$ cat config.mk
export PLATFORM = sky130hd
export DESIGN_NAME = lrx_symbol_sync
export DESIGN_NICKNAME = d
export VERILOG_FILES = /design/src/core/lrx_pkg.sv /design/src/core/lrx_fifo_if.sv /design/src/core/lrx_symbol_sync.sv /design/src/core/lrx_fifo.sv
export SDC_FILE = /design/constraint.sdc
export NUM_CORES = 1
export LEC_CHECK = 0
export ABC_CLOCK_PERIOD_IN_PS = 3800
export BUFFER_PORTS_ARGS = -buffer_cell sky130_fd_sc_hd__clkbuf_2
export CORE_MARGIN = 10
export CORE_UTILIZATION = 32
export CTS_CLUSTER_SIZE = 16
export DETAILED_ROUTE_END_ITERATION = 8
export HOLD_SLACK_MARGIN = 0.05
export PLACE_DENSITY_LB_ADDON = 0.25
export SLEW_MARGIN = 5
export SYNTH_ARGS = -nofsm -noshare
export SYNTH_HDL_FRONTEND = slang
export SYNTH_SLANG_ARGS = --single-unit
$ cat constraint.sdc
create_clock -name clk -period 3.8 [get_ports clk]
set_input_delay 0.38 -clock clk [delete_from_list [all_inputs] [get_ports clk]]
set_output_delay 0.38 -clock clk [all_outputs]
set_load 0.01 [all_outputs]
$ cat src/core/lrx_pkg.sv
// constants shared by the lane receive symbol and word sync block
package lrx_pkg;
	// ************************************************************
	// timing and oversampling
	// ************************************************************
	localparam int CLK_MHZ = 20;
	localparam int BIT_TOL_PCT = 1;
	localparam int SAMPLE_WINDOW_PCT = 25;
	localparam int OVS_RATIO = 8;
	localparam logic [2:0] OVS_LAST = 3'h7;
	// sample three clocks after the resync point, which sits one clock behind the edge
	localparam logic [2:0] SAMPLE_PHASE = 3'h3;

	// ************************************************************
	// symbol codes, transmission order a first in bit 9
	// ************************************************************
	localparam int SYM_W = 10;
	localparam logic [3:0] BIT_LAST = 4'h9;
	localparam logic [9:0] K287_NEG = 10'h0f8;
	localparam logic [9:0] K287_POS = 10'h307;
	localparam logic [9:0] INIT_COMMA_NEG = 10'h0f9;
	localparam logic [9:0] INIT_COMMA_POS = 10'h306;
	localparam logic [6:0] COMMA7_NEG = 7'h1f;
	localparam logic [6:0] COMMA7_POS = 7'h60;
	localparam logic [3:0] ONES_NEUTRAL = 4'h5;
	localparam logic [3:0] ONES_HIGH = 4'h6;
	localparam logic [3:0] ONES_LOW = 4'h4;

	// ************************************************************
	// word sync
	// ************************************************************
	localparam logic [2:0] ERR_LIMIT = 3'h4;
	localparam int FIFO_DEPTH = 16;
	localparam int FIFO_WIDTH = SYM_W + 1;

	typedef enum logic [1:0] {
		SYNC_LOST_STATE = 2'h1,
		SYNC_CHECK_STATE = 2'h2
	} lrx_sync_e;
endpackage

$ cat src/core/lrx_fifo_if.sv
// valid/ready stream carrier between the sync logic and its fifo
`timescale 1ns/1ps
interface lrx_fifo_if #(parameter int W = 11);
	logic valid;
	logic ready;
	logic [W-1:0] data;
	modport source (output valid, output data, input ready);
	modport sink (input valid, input data, output ready);
endinterface

$ cat src/core/lrx_symbol_sync.sv
// lane receive bit recovery, symbol alignment and word sync
`timescale 1ns/1ps
module lrx_symbol_sync
	import lrx_pkg::*;
(
	input wire logic clk,
	input wire logic reset,
	input wire logic rxSerial,
	input wire logic pllMode,
	input wire logic pllBitStrobe,
	input wire logic pllBitData,
	output logic [9:0] symData,
	output logic symComma,
	output logic symValid,
	input wire logic symReady,
	output logic syncLost,
	output logic overflow
);
	// ************************************************************
	// input synchronisers
	// ************************************************************
	logic [1:0] serMeta, strbMeta, pllDatMeta, modeMeta;
	logic serSync, serPrev, strbSync, strbPrev, pllDatSync, modeSync;

	always_ff @(posedge clk or posedge reset) begin
		if (reset) begin
			serMeta <= 2'h0;
			strbMeta <= 2'h0;
			pllDatMeta <= 2'h0;
			modeMeta <= 2'h0;
			serPrev <= 1'b0;
			strbPrev <= 1'b0;
		end else begin
			serMeta <= {serMeta[0], rxSerial};
			strbMeta <= {strbMeta[0], pllBitStrobe};
			pllDatMeta <= {pllDatMeta[0], pllBitData};
			modeMeta <= {modeMeta[0], pllMode};
			serPrev <= serSync;
			strbPrev <= strbSync;
		end
	end
	assign serSync = serMeta[1];
	assign strbSync = strbMeta[1];
	assign pllDatSync = pllDatMeta[1];
	assign modeSync = modeMeta[1];

	// ************************************************************
	// decoding helpers
	// ************************************************************
	function automatic logic [3:0] onesOf(input logic [9:0] w);
		logic [3:0] n;
		n = 4'h0;
		for (int i = 0; i < SYM_W; i++) begin
			n = n + {3'h0, w[i]};
		end
		return n;
	endfunction

	function automatic logic isComma7(input logic [6:0] w);
		return (w == COMMA7_NEG) || (w == COMMA7_POS);
	endfunction

	// ************************************************************
	// bit recovery
	// ************************************************************
	logic [2:0] phase, next_phase;
	logic bitTake, bitVal;

	always_comb begin
		// every edge restarts the phase, so a slow drift never accumulates
		next_phase = (serSync != serPrev) ? 3'h0 : phase + 3'h1;
		if (modeSync) begin
			bitTake = strbSync && !strbPrev;
			bitVal = pllDatSync;
		end else begin
			// an edge landing on the sample point opens a new bit, so nothing is taken twice
			bitTake = (phase == SAMPLE_PHASE) && (serSync == serPrev);
			bitVal = serSync;
		end
	end

	always_ff @(posedge clk or posedge reset) begin
		if (reset) begin
			phase <= 3'h0;
		end else begin
			phase <= next_phase;
		end
	end

	// ************************************************************
	// deserialiser and comma aligner
	// ************************************************************
	logic [8:0] shift, next_shift;
	logic [3:0] bitCnt, next_bitCnt;
	logic rd, next_rd;
	logic [9:0] word;
	logic realign, symEnd, commaRx, symBad;
	logic [3:0] ones;

	always_comb begin
		word = {shift, bitVal};
		ones = onesOf(word);
		// a comma seen off the current boundary means the boundary is wrong, K28.7 included
		realign = bitTake && isComma7(word[9:3]) && (bitCnt != BIT_LAST);
		symEnd = bitTake && ((bitCnt == BIT_LAST) || realign);
		commaRx = (word == K287_NEG) || (word == K287_POS)
			|| (word == INIT_COMMA_NEG) || (word == INIT_COMMA_POS);
		symBad = 1'b0;
		next_rd = rd;
		if (ones == ONES_HIGH) begin
			symBad = rd;
			next_rd = 1'b1;
		end else if (ones == ONES_LOW) begin
			symBad = !rd;
			next_rd = 1'b0;
		end else if (ones != ONES_NEUTRAL) begin
			symBad = 1'b1;
		end
		if (!symEnd) begin
			next_rd = rd;
		end
		next_shift = bitTake ? word[8:0] : shift;
		next_bitCnt = symEnd ? 4'h0 : (bitTake ? bitCnt + 4'h1 : bitCnt);
	end

	always_ff @(posedge clk or posedge reset) begin
		if (reset) begin
			shift <= 9'h000;
			bitCnt <= 4'h0;
			rd <= 1'b0;
		end else begin
			shift <= next_shift;
			bitCnt <= next_bitCnt;
			rd <= next_rd;
		end
	end

	// ************************************************************
	// word sync state machine
	// ************************************************************
	lrx_sync_e state, next_state;
	logic [2:0] errCnt, next_errCnt;

	always_comb begin
		next_state = state;
		next_errCnt = errCnt;
		case (state)
			SYNC_LOST_STATE: begin
				next_errCnt = 3'h0;
				if (symEnd && commaRx) begin
					next_state = SYNC_CHECK_STATE;
				end
			end
			SYNC_CHECK_STATE: begin
				if (realign) begin
					next_state = SYNC_LOST_STATE;
				end else if (symEnd && symBad) begin
					if (errCnt == ERR_LIMIT) begin
						next_state = SYNC_LOST_STATE;
					end else begin
						next_errCnt = errCnt + 3'h1;
					end
				end
			end
			default: begin
				next_state = SYNC_LOST_STATE;
			end
		endcase
	end

	always_ff @(posedge clk or posedge reset) begin
		if (reset) begin
			state <= SYNC_LOST_STATE;
			errCnt <= 3'h0;
		end else begin
			state <= next_state;
			errCnt <= next_errCnt;
		end
	end

	// ************************************************************
	// hand-off to the decoder
	// ************************************************************
	lrx_fifo_if #(.W(FIFO_WIDTH)) pushPort();
	lrx_fifo_if #(.W(FIFO_WIDTH)) popPort();
	logic next_overflow;

	// a serial line cannot be held off, so a full fifo drops and flags
	assign pushPort.valid = symEnd;
	assign pushPort.data = {commaRx, word};
	assign next_overflow = symEnd && !pushPort.ready;

	always_ff @(posedge clk or posedge reset) begin
		if (reset) begin
			overflow <= 1'b0;
		end else begin
			overflow <= next_overflow;
		end
	end

	lrx_fifo #(.WIDTH(FIFO_WIDTH), .DEPTH(FIFO_DEPTH)) symFifo (
		.clk(clk),
		.reset(reset),
		.inPort(pushPort.sink),
		.outPort(popPort.source)
	);

	assign popPort.ready = symReady;
	assign symValid = popPort.valid;
	assign symData = popPort.data[9:0];
	assign symComma = popPort.data[SYM_W];
	assign syncLost = (state == SYNC_LOST_STATE);
endmodule // lrx_symbol_sync

$ cat src/core/lrx_fifo.sv
// parameterised fifo with registered read data
`timescale 1ns/1ps
module lrx_fifo #(
	parameter int WIDTH = 11,
	parameter int DEPTH = 16
) (
	input wire logic clk,
	input wire logic reset,
	lrx_fifo_if.sink inPort,
	lrx_fifo_if.source outPort
);
	localparam int AW = $clog2(DEPTH);
	logic [WIDTH-1:0] mem [DEPTH];
	logic [AW-1:0] wrPtr, next_wrPtr, rdPtr, next_rdPtr;
	logic [AW:0] count, next_count;
	logic outValid, next_outValid;
	logic [WIDTH-1:0] outData, next_outData;
	logic push, load;

	// ************************************************************
	// next state
	// ************************************************************
	always_comb begin
		push = inPort.valid && (count < (AW+1)'(DEPTH));
		load = (count != '0) && (!outValid || outPort.ready);
		next_wrPtr = push ? wrPtr + 1'b1 : wrPtr;
		next_rdPtr = load ? rdPtr + 1'b1 : rdPtr;
		next_count = count + (AW+1)'(push) - (AW+1)'(load);
		next_outData = load ? mem[rdPtr] : outData;
		next_outValid = load ? 1'b1 : (outPort.ready ? 1'b0 : outValid);
	end

	always_ff @(posedge clk or posedge reset) begin
		if (reset) begin
			wrPtr <= '0;
			rdPtr <= '0;
			count <= '0;
			outValid <= 1'b0;
			outData <= '0;
		end else begin
			wrPtr <= next_wrPtr;
			rdPtr <= next_rdPtr;
			count <= next_count;
			outValid <= next_outValid;
			outData <= next_outData;
		end
	end

	// storage has no reset, it is only read behind a nonzero count
	always_ff @(posedge clk) begin
		if (push) begin
			mem[wrPtr] <= inPort.data;
		end
	end

	assign inPort.ready = count < (AW+1)'(DEPTH);
	assign outPort.valid = outValid;
	assign outPort.data = outData;
endmodule // lrx_fifo

# Yosys cells after proc, flatten, opt, wreduce, memory -nomap -nowiden
# Memory sizes are Yosys's and may differ from the RTL's. A register that Yosys moved wholly into a read port is not among the register bits.
# Index checks and enable logic that the tools add are counted.
[word_totals]
memories = 1
mem_bits_rw = 176
latchBits = 0
inputBits = 7
regBits = 47
romBits = 0
[mem_list]
columns = ["memory", "words", "width", "rd", "rd_clocked_by_memory_dff", "wr", "line_no", "text"]
rows = [
  ["symFifo.mem", 16, 11, 1, 1, 1, "lrx_fifo.sv:13", "logic [WIDTH-1:0] mem [DEPTH];"],
]
[op_classes]
mux = 23
magnitude_cmp = 1
n_eq_ne = 23
n_bitwise = 0
shifts = 0
n_addsub = 16
n_reduce_logical = 28
mul = 0
div = 0
[ops]
columns = ["operator", "n"]
rows = [
  ["$add 4x1->4", 6],
  ["$eq 10x10->1 const B", 2],
  ["$eq 10x8->1 const B", 2],
  ["$add 4x1->4 const B", 3],
  ["$mux 3", 4],
  ["$mux 1", 11],
  ["$logic_and 1x1->1", 10],
  ["$eq 4x3->1 const B", 2],
  ["$mux 2", 4],
  ["$mux 4", 2],
  ["$reduce_bool 2->1", 4],
  ["$eq 7x5->1 const B", 1],
  ["$eq 7x7->1 const B", 1],
  ["$add 3x1->3 const B", 2],
  ["$logic_or 1x1->1", 6],
  ["$ne 2x2->1 const B", 3],
  ["$ne 3x3->1 const B", 2],
  ["$pmux 3 s2", 1],
  ["$add 5x1->5", 1],
  ["$lt 5x5->1 const B", 1],
  ["$reduce_bool 5->1", 1],
  ["$sub 5x1->5", 1],
  ["$add 3x1->4", 1],
  ["$eq 4x4->1 const B", 1],
  ["other kinds (16)", 19],
]

# Logic depth before layout (Yosys ltp)
[depth]
depth_word = 18
depth_mapped = 15
depth_no_buf = 15

# Hierarchy
# A second synthesis with hierarchy kept.
[hier_totals]
hier_cells = 541
area_unflattened_um2 = 9611.7
[by_module_without_submodules]
columns = ["mod", "cells_each", "area_per_inst_um2", "instances"]
rows = [
  ["lrx_fifo", 384, 7961.4, 1],
  ["lrx_symbol_sync", 157, 1650.3, 1],
]

# Least setup slack after synthesis
# No wires, ideal clock.
[synth_path]
kind = "register to register"
startpoint = "reg modeMeta[1]"
endpoint = "reg errCnt[2]"
t_required_ns = 3.696
n_path_buf = 0
arrival_ns = 4.012
path_stages_with_launch = 14
path_slack_ns = -0.316
path_cell_list = "dfrtp_1 > mux2i_1 > inv_1 > fa_1 > fa_1 > inv_1 > fa_1 > inv_1 > ha_1 > fa_1 > xor2_1 > o2111ai_2 > or4_1 > o311ai_1"
[synth_via]
elab_chain_len = 17
word_cells_on_any_way = 25
cone_classes = "9 x add/sub; 5 x eq/ne; 5 x mux; 6 x reduce/logical"
[synth_rtl]
columns = ["item", "line_no", "text"]
rows = [
  ["start: declaration", "lrx_symbol_sync.sv:22", "logic [1:0] serMeta, strbMeta, pllDatMeta, modeMeta;"],
  ["start signal: assignment", "lrx_symbol_sync.sv:37", "modeMeta <= {modeMeta[0], pllMode};"],
  ["$mux 1 (*)", "lrx_symbol_sync.sv:72", "if (modeSync) begin"],
  ["named net bitVal", "lrx_symbol_sync.sv:67", "logic bitTake, bitVal;"],
  ["$add 1x1->2 (*)", "lrx_symbol_sync.sv:54", "n = n + {3'h0, w[i]};"],
  ["$add 2x1->3 (*)", "lrx_symbol_sync.sv:54", ""],
  ["$add 3x1->4 (*)", "lrx_symbol_sync.sv:54", ""],
  ["$add 4x1->4 (*) (6 in a row)", "lrx_symbol_sync.sv:54", ""],
  ["$ne 4x3->1", "lrx_symbol_sync.sv:116", "end else if (ones != ONES_NEUTRAL) begin"],
  ["$mux 1", "lrx_symbol_sync.sv:116", ""],
  ["$mux 1", "lrx_symbol_sync.sv:113", "end else if (ones == ONES_LOW) begin"],
  ["$mux 1 (*)", "lrx_symbol_sync.sv:110", "if (ones == ONES_HIGH) begin"],
  ["$logic_and 1x1->1 (*)", "lrx_symbol_sync.sv:157", "end else if (symEnd && symBad) begin"],
  ["$ne 2x2->1 (no source line) (*)", "--", ""],
  ["$reduce_and 4->1 (no source line) (*)", "--", ""],
  ["end signal: assignment", "lrx_symbol_sync.sv:177", "errCnt <= next_errCnt;"],
  ["end: declaration", "lrx_symbol_sync.sv:142", "logic [2:0] errCnt, next_errCnt;"],
]
# The timed path passes the listed nets; every way through them passes the cells marked *.
# A chain may end at the register's enable or synchronous reset.

# Worst setup path after layout
# Same ends and word-level chain as after synthesis.

==> impl_summary.log <==
INFO  metric postSynthAreaPerCell = 18.1 um^2
INFO  metric portBuffers = 20
INFO  metric slew_hr = 0.431
INFO  metric worst_r2r_path_depth = 13
INFO  metric initial_antenna_violation_count = 0
INFO  metric crit_path_max_incr_delay = 0.56 ns
INFO  metric hold_violations = 0
INFO  metric die_h = 194 um
INFO  metric maxCapViolCount = 0
INFO  metric final.hold.worst_slack = 0.0187 ns
INFO  metric sinks_on_the_clock_net = 234
INFO  metric failed_checks = negative setup slack
INFO  metric final.period_utilization = 1.05
INFO  metric drive_gt1_frac = 0.226
INFO  metric synth_commonest_cells = 176 x edfxtp_1, 57 x dfrtp_1, 36 x inv_1
INFO  metric latest_clock_arrival_within_the_worst_skew_pair = 0.52 ns
INFO  metric ios = 21
INFO  metric yosys_warnings = 0
INFO  metric synthesis.area = 9740 um^2
INFO  metric pwr_density_cell = 750 nW/um^2
INFO  metric gp_routability_congestion = 0.726
INFO  metric grt_pass1_vias = 5299
INFO  metric floorplan.initialDensity = 0.327
INFO  metric drt_wl_cell = 19.6 um
INFO  metric floorplan.die.width = 194 um
INFO  metric synth_simple_gate_area_share = 0.0493
INFO  metric cell_by_cell_listing_of_the_critical_path = mux2i_2 -> inv_2 -> fa_1 -> fa_1 -> inv_2 -> fa_1 -> inv_2 -> ha_4 -> fa_2 -> xor2_2 -> o2111ai_2 -> or4_4 -> o311ai_2
INFO  metric clock_tree_from_tritoncts = yes
INFO  metric drt_drc_violations_left = 0
INFO  metric timing.critical_path.buf_inv = 3
INFO  metric mappedNetlistNets = 576
INFO  metric core = 29800 um^2
INFO  metric crit_family = adder cells
INFO  metric ys_seq_area_frac = 0.692
INFO  metric synth-adder-area-share = 0.0439
INFO  metric path_class = reg2reg
INFO  metric drt_pass_1_iters = 4
INFO  metric rsz_0062_raised_after_global_routing = true
INFO  metric detail-route-antenna-nets = 0
INFO  metric status = complete, but fails checks
INFO  metric fmax = 252 MHz
INFO  metric postSynthRegisterBits = 234
INFO  metric synth.mux.area_fraction = 0.137
INFO  metric slowest_stage = fa_2
INFO  metric worst_setup_path_end_kind = register
INFO  metric rows = 63
INFO  metric grt_pass1_wl = 30500 um
INFO  metric antenna_cells = 0
INFO  metric final_nets = 635
INFO  metric clock_path_buffers = 3
INFO  metric report.final.slew_viol_count = 0
INFO  metric vdd_drop_max = 466 uV
INFO  metric worst-slew-pin-transition = 0.853 ns
INFO  metric synthMostInstantiatedCell = edfxtp_1
INFO  metric final_critical_period = 3.97 ns
INFO  metric synth_largest_type_area_fraction = 0.543
INFO  metric cp_max_fo = 3
INFO  metric synthTopCellsByArea = edfxtp_1 54%, dfrtp_1 15%, mux4_1 5.9%
INFO  metric gr-usage-all-layers = 0.102
INFO  metric cts_buffers = 24
INFO  metric ys_types = 52
INFO  metric syn-instance-count = 539
INFO  metric timing.final.setup_violations = 2
INFO  metric synth_enable_flop_cells = 176
INFO  metric yosys.area_share.xor_xnor = 0.0116
INFO  metric synth_top_family_by_area = multiplexers
INFO  metric clk_pin_slew_worst_paths = 0.06 ns
INFO  metric netlist.top_cell.by_area = edfxtp_1
INFO  metric total_leakage_power = 0.00426 uW
INFO  metric die_area = 37800 um^2
INFO  metric cts_root_buffer = clkbuf_16
INFO  metric vias_per_cell = 4.83
INFO  metric globalRoute.totalOverflow = 0
INFO  metric arr_time_crit_path = 4.38 ns
INFO  metric total_power = 8470 uW
INFO  metric critical_path.startpoint_type = register
INFO  metric via_count = 4852
INFO  metric ys_async_sr_fraction = 0.248
INFO  metric crit_required = 4.21 ns
INFO  metric post-dp-hpwl = 12200 um
INFO  metric grt_start_max_net_pins = 48
INFO  metric totalWireLength = 19700 um
INFO  metric synth_ff_type = edfxtp_1
INFO  metric synth_compound_gate_area_share = 0.0378
INFO  metric min-delay-path-class = in2async
INFO  metric clock-skew-final = 0.0148 ns
INFO  metric syn2layout_area_growth = 15.9%
INFO  metric timing.final.ws_setup = -0.173 ns
INFO  metric cp_num_cells = 13
INFO  metric final_setup_tns = -0.193 ns
INFO  metric cts-htree-levels = 1
INFO  metric drt_iter0_markers = 273
==> state kept, by name (all words and copies together) (netlist names), 2 cells and up <==
signal                cells
symFifo.wrPtr             4
bitCnt                    4
modeMeta                  2
symFifo.count             5
symFifo.outPort.data     11
symFifo.rdPtr             4
serMeta                   2
symFifo.mem             176
phase                     3
strbMeta                  2
state                     2
pllDatMeta                2
shift                     9
errCnt                    3
==> power by group <==
part	total (uW)	switching, uW	internal, uW
combinational	2890	1510	1390
clock	2180	938	1240
sequential	3400	269	3130
total	8470	2710	5760
==> layout by cell type, fill, tap and decap left out, types with 3 or more instances in the layout <==
cell / n
clkbuf_8: 4
nand3_1: 3
inv_2: 4
edfxtp_1: 176
a21oi_1: 4
a21o_1: 14
o21ai_0: 9
fa_1: 6
and4b_1: 6
mux2i_1: 22
nand4_1: 4
clkbuf_16: 24
clkbuf_1: 5
o22ai_1: 11
nor2b_1: 3
dfrtp_1: 55
mux4_1: 22
nor2_1: 12
xnor2_1: 9
and4_1: 6
mux4_2: 22
nand2_1: 27
ha_1: 22
clkinv_2: 6
inv_1: 32
nor3_1: 3
clkbuf_2: 20
nand2b_1: 5
buf_4: 28
dlygate4sd3_1: 4
==> cell type report <==
type	count	area (um^2)
inverter	36	135
fill	2772	18500
timing repair buffer	53	370
sequential	234	6740
tap	390	488
multi-input combinational	249	2820
clock buffer	33	674
clock inverter	10	62.6
==> metal layers <==
| metal | up-vias | GRT usage | part of all wire |
|---|---|---|---|
| li1 | 2226 | - | - |
| met1 | 2514 | 0.127 | 0.42 |
| met2 | 91 | 0.176 | 0.51 |
| met3 | 21 | 0.0227 | 0.054 |
| met4 | 0 | 0.0247 | 0.016 |
| met5 | - | 0 | 0 |
==> worst paths after layout <==
kind | startpoint | end | slack (ns)
max | modeMeta[1]$_DFF_PP0_ | errCnt[2]$_DFFE_PP0P_ | -0.17
min | reset | symFifo.count[3]$_DFF_PP0_ | 0.02
max reg2reg | modeMeta[1]$_DFF_PP0_ | errCnt[2]$_DFFE_PP0P_ | -0.17
min reg2reg | modeMeta[0]$_DFF_PP0_ | modeMeta[1]$_DFF_PP0_ | 0.35
max in group asynchronous | reset | symFifo.rdPtr[2]$_DFFE_PP0P_ | 2.95
min in group clk | symReady | symFifo.outPort.valid$_DFFE_PP0P_ | 0.08
==> timing repair <==
item,CTS,global route
resized for setup,8,14
hold buffers,4,0
endpoints found under the setup margin,6,6
buffers inserted,6,2
hold endpoints to repair,4,0
pin swaps,5,7
==> metrics by stage <==
stage	utilization	setup WS (ns)	cells	area, um^2
5_1_grt	0.379	-0.339	1005	11300
3_5_place_dp	0.349	-0.288	952	10400
3_3_place_gp	0.349	-0.210	952	10400
6_report	0.379	-0.173	1005	11300
4_1_cts	0.377	-0.167	1004	11200
2_1_floorplan	-	-0.225	539	9740
==> cell families (layout without fill, tap and decap cells) <==
logic type               count (synthesis)  count (layout)
flip-flops                             234             234
AND/OR/NAND/NOR                         84              84
multiplexers                            70              70
buffers and inverters                   56             132
AO/OA/AOI/OAI                           53              53
adder cells (fa/ha/maj)                 30              30
XOR/XNOR                                12              12
(Power assumes the default switching activity.)
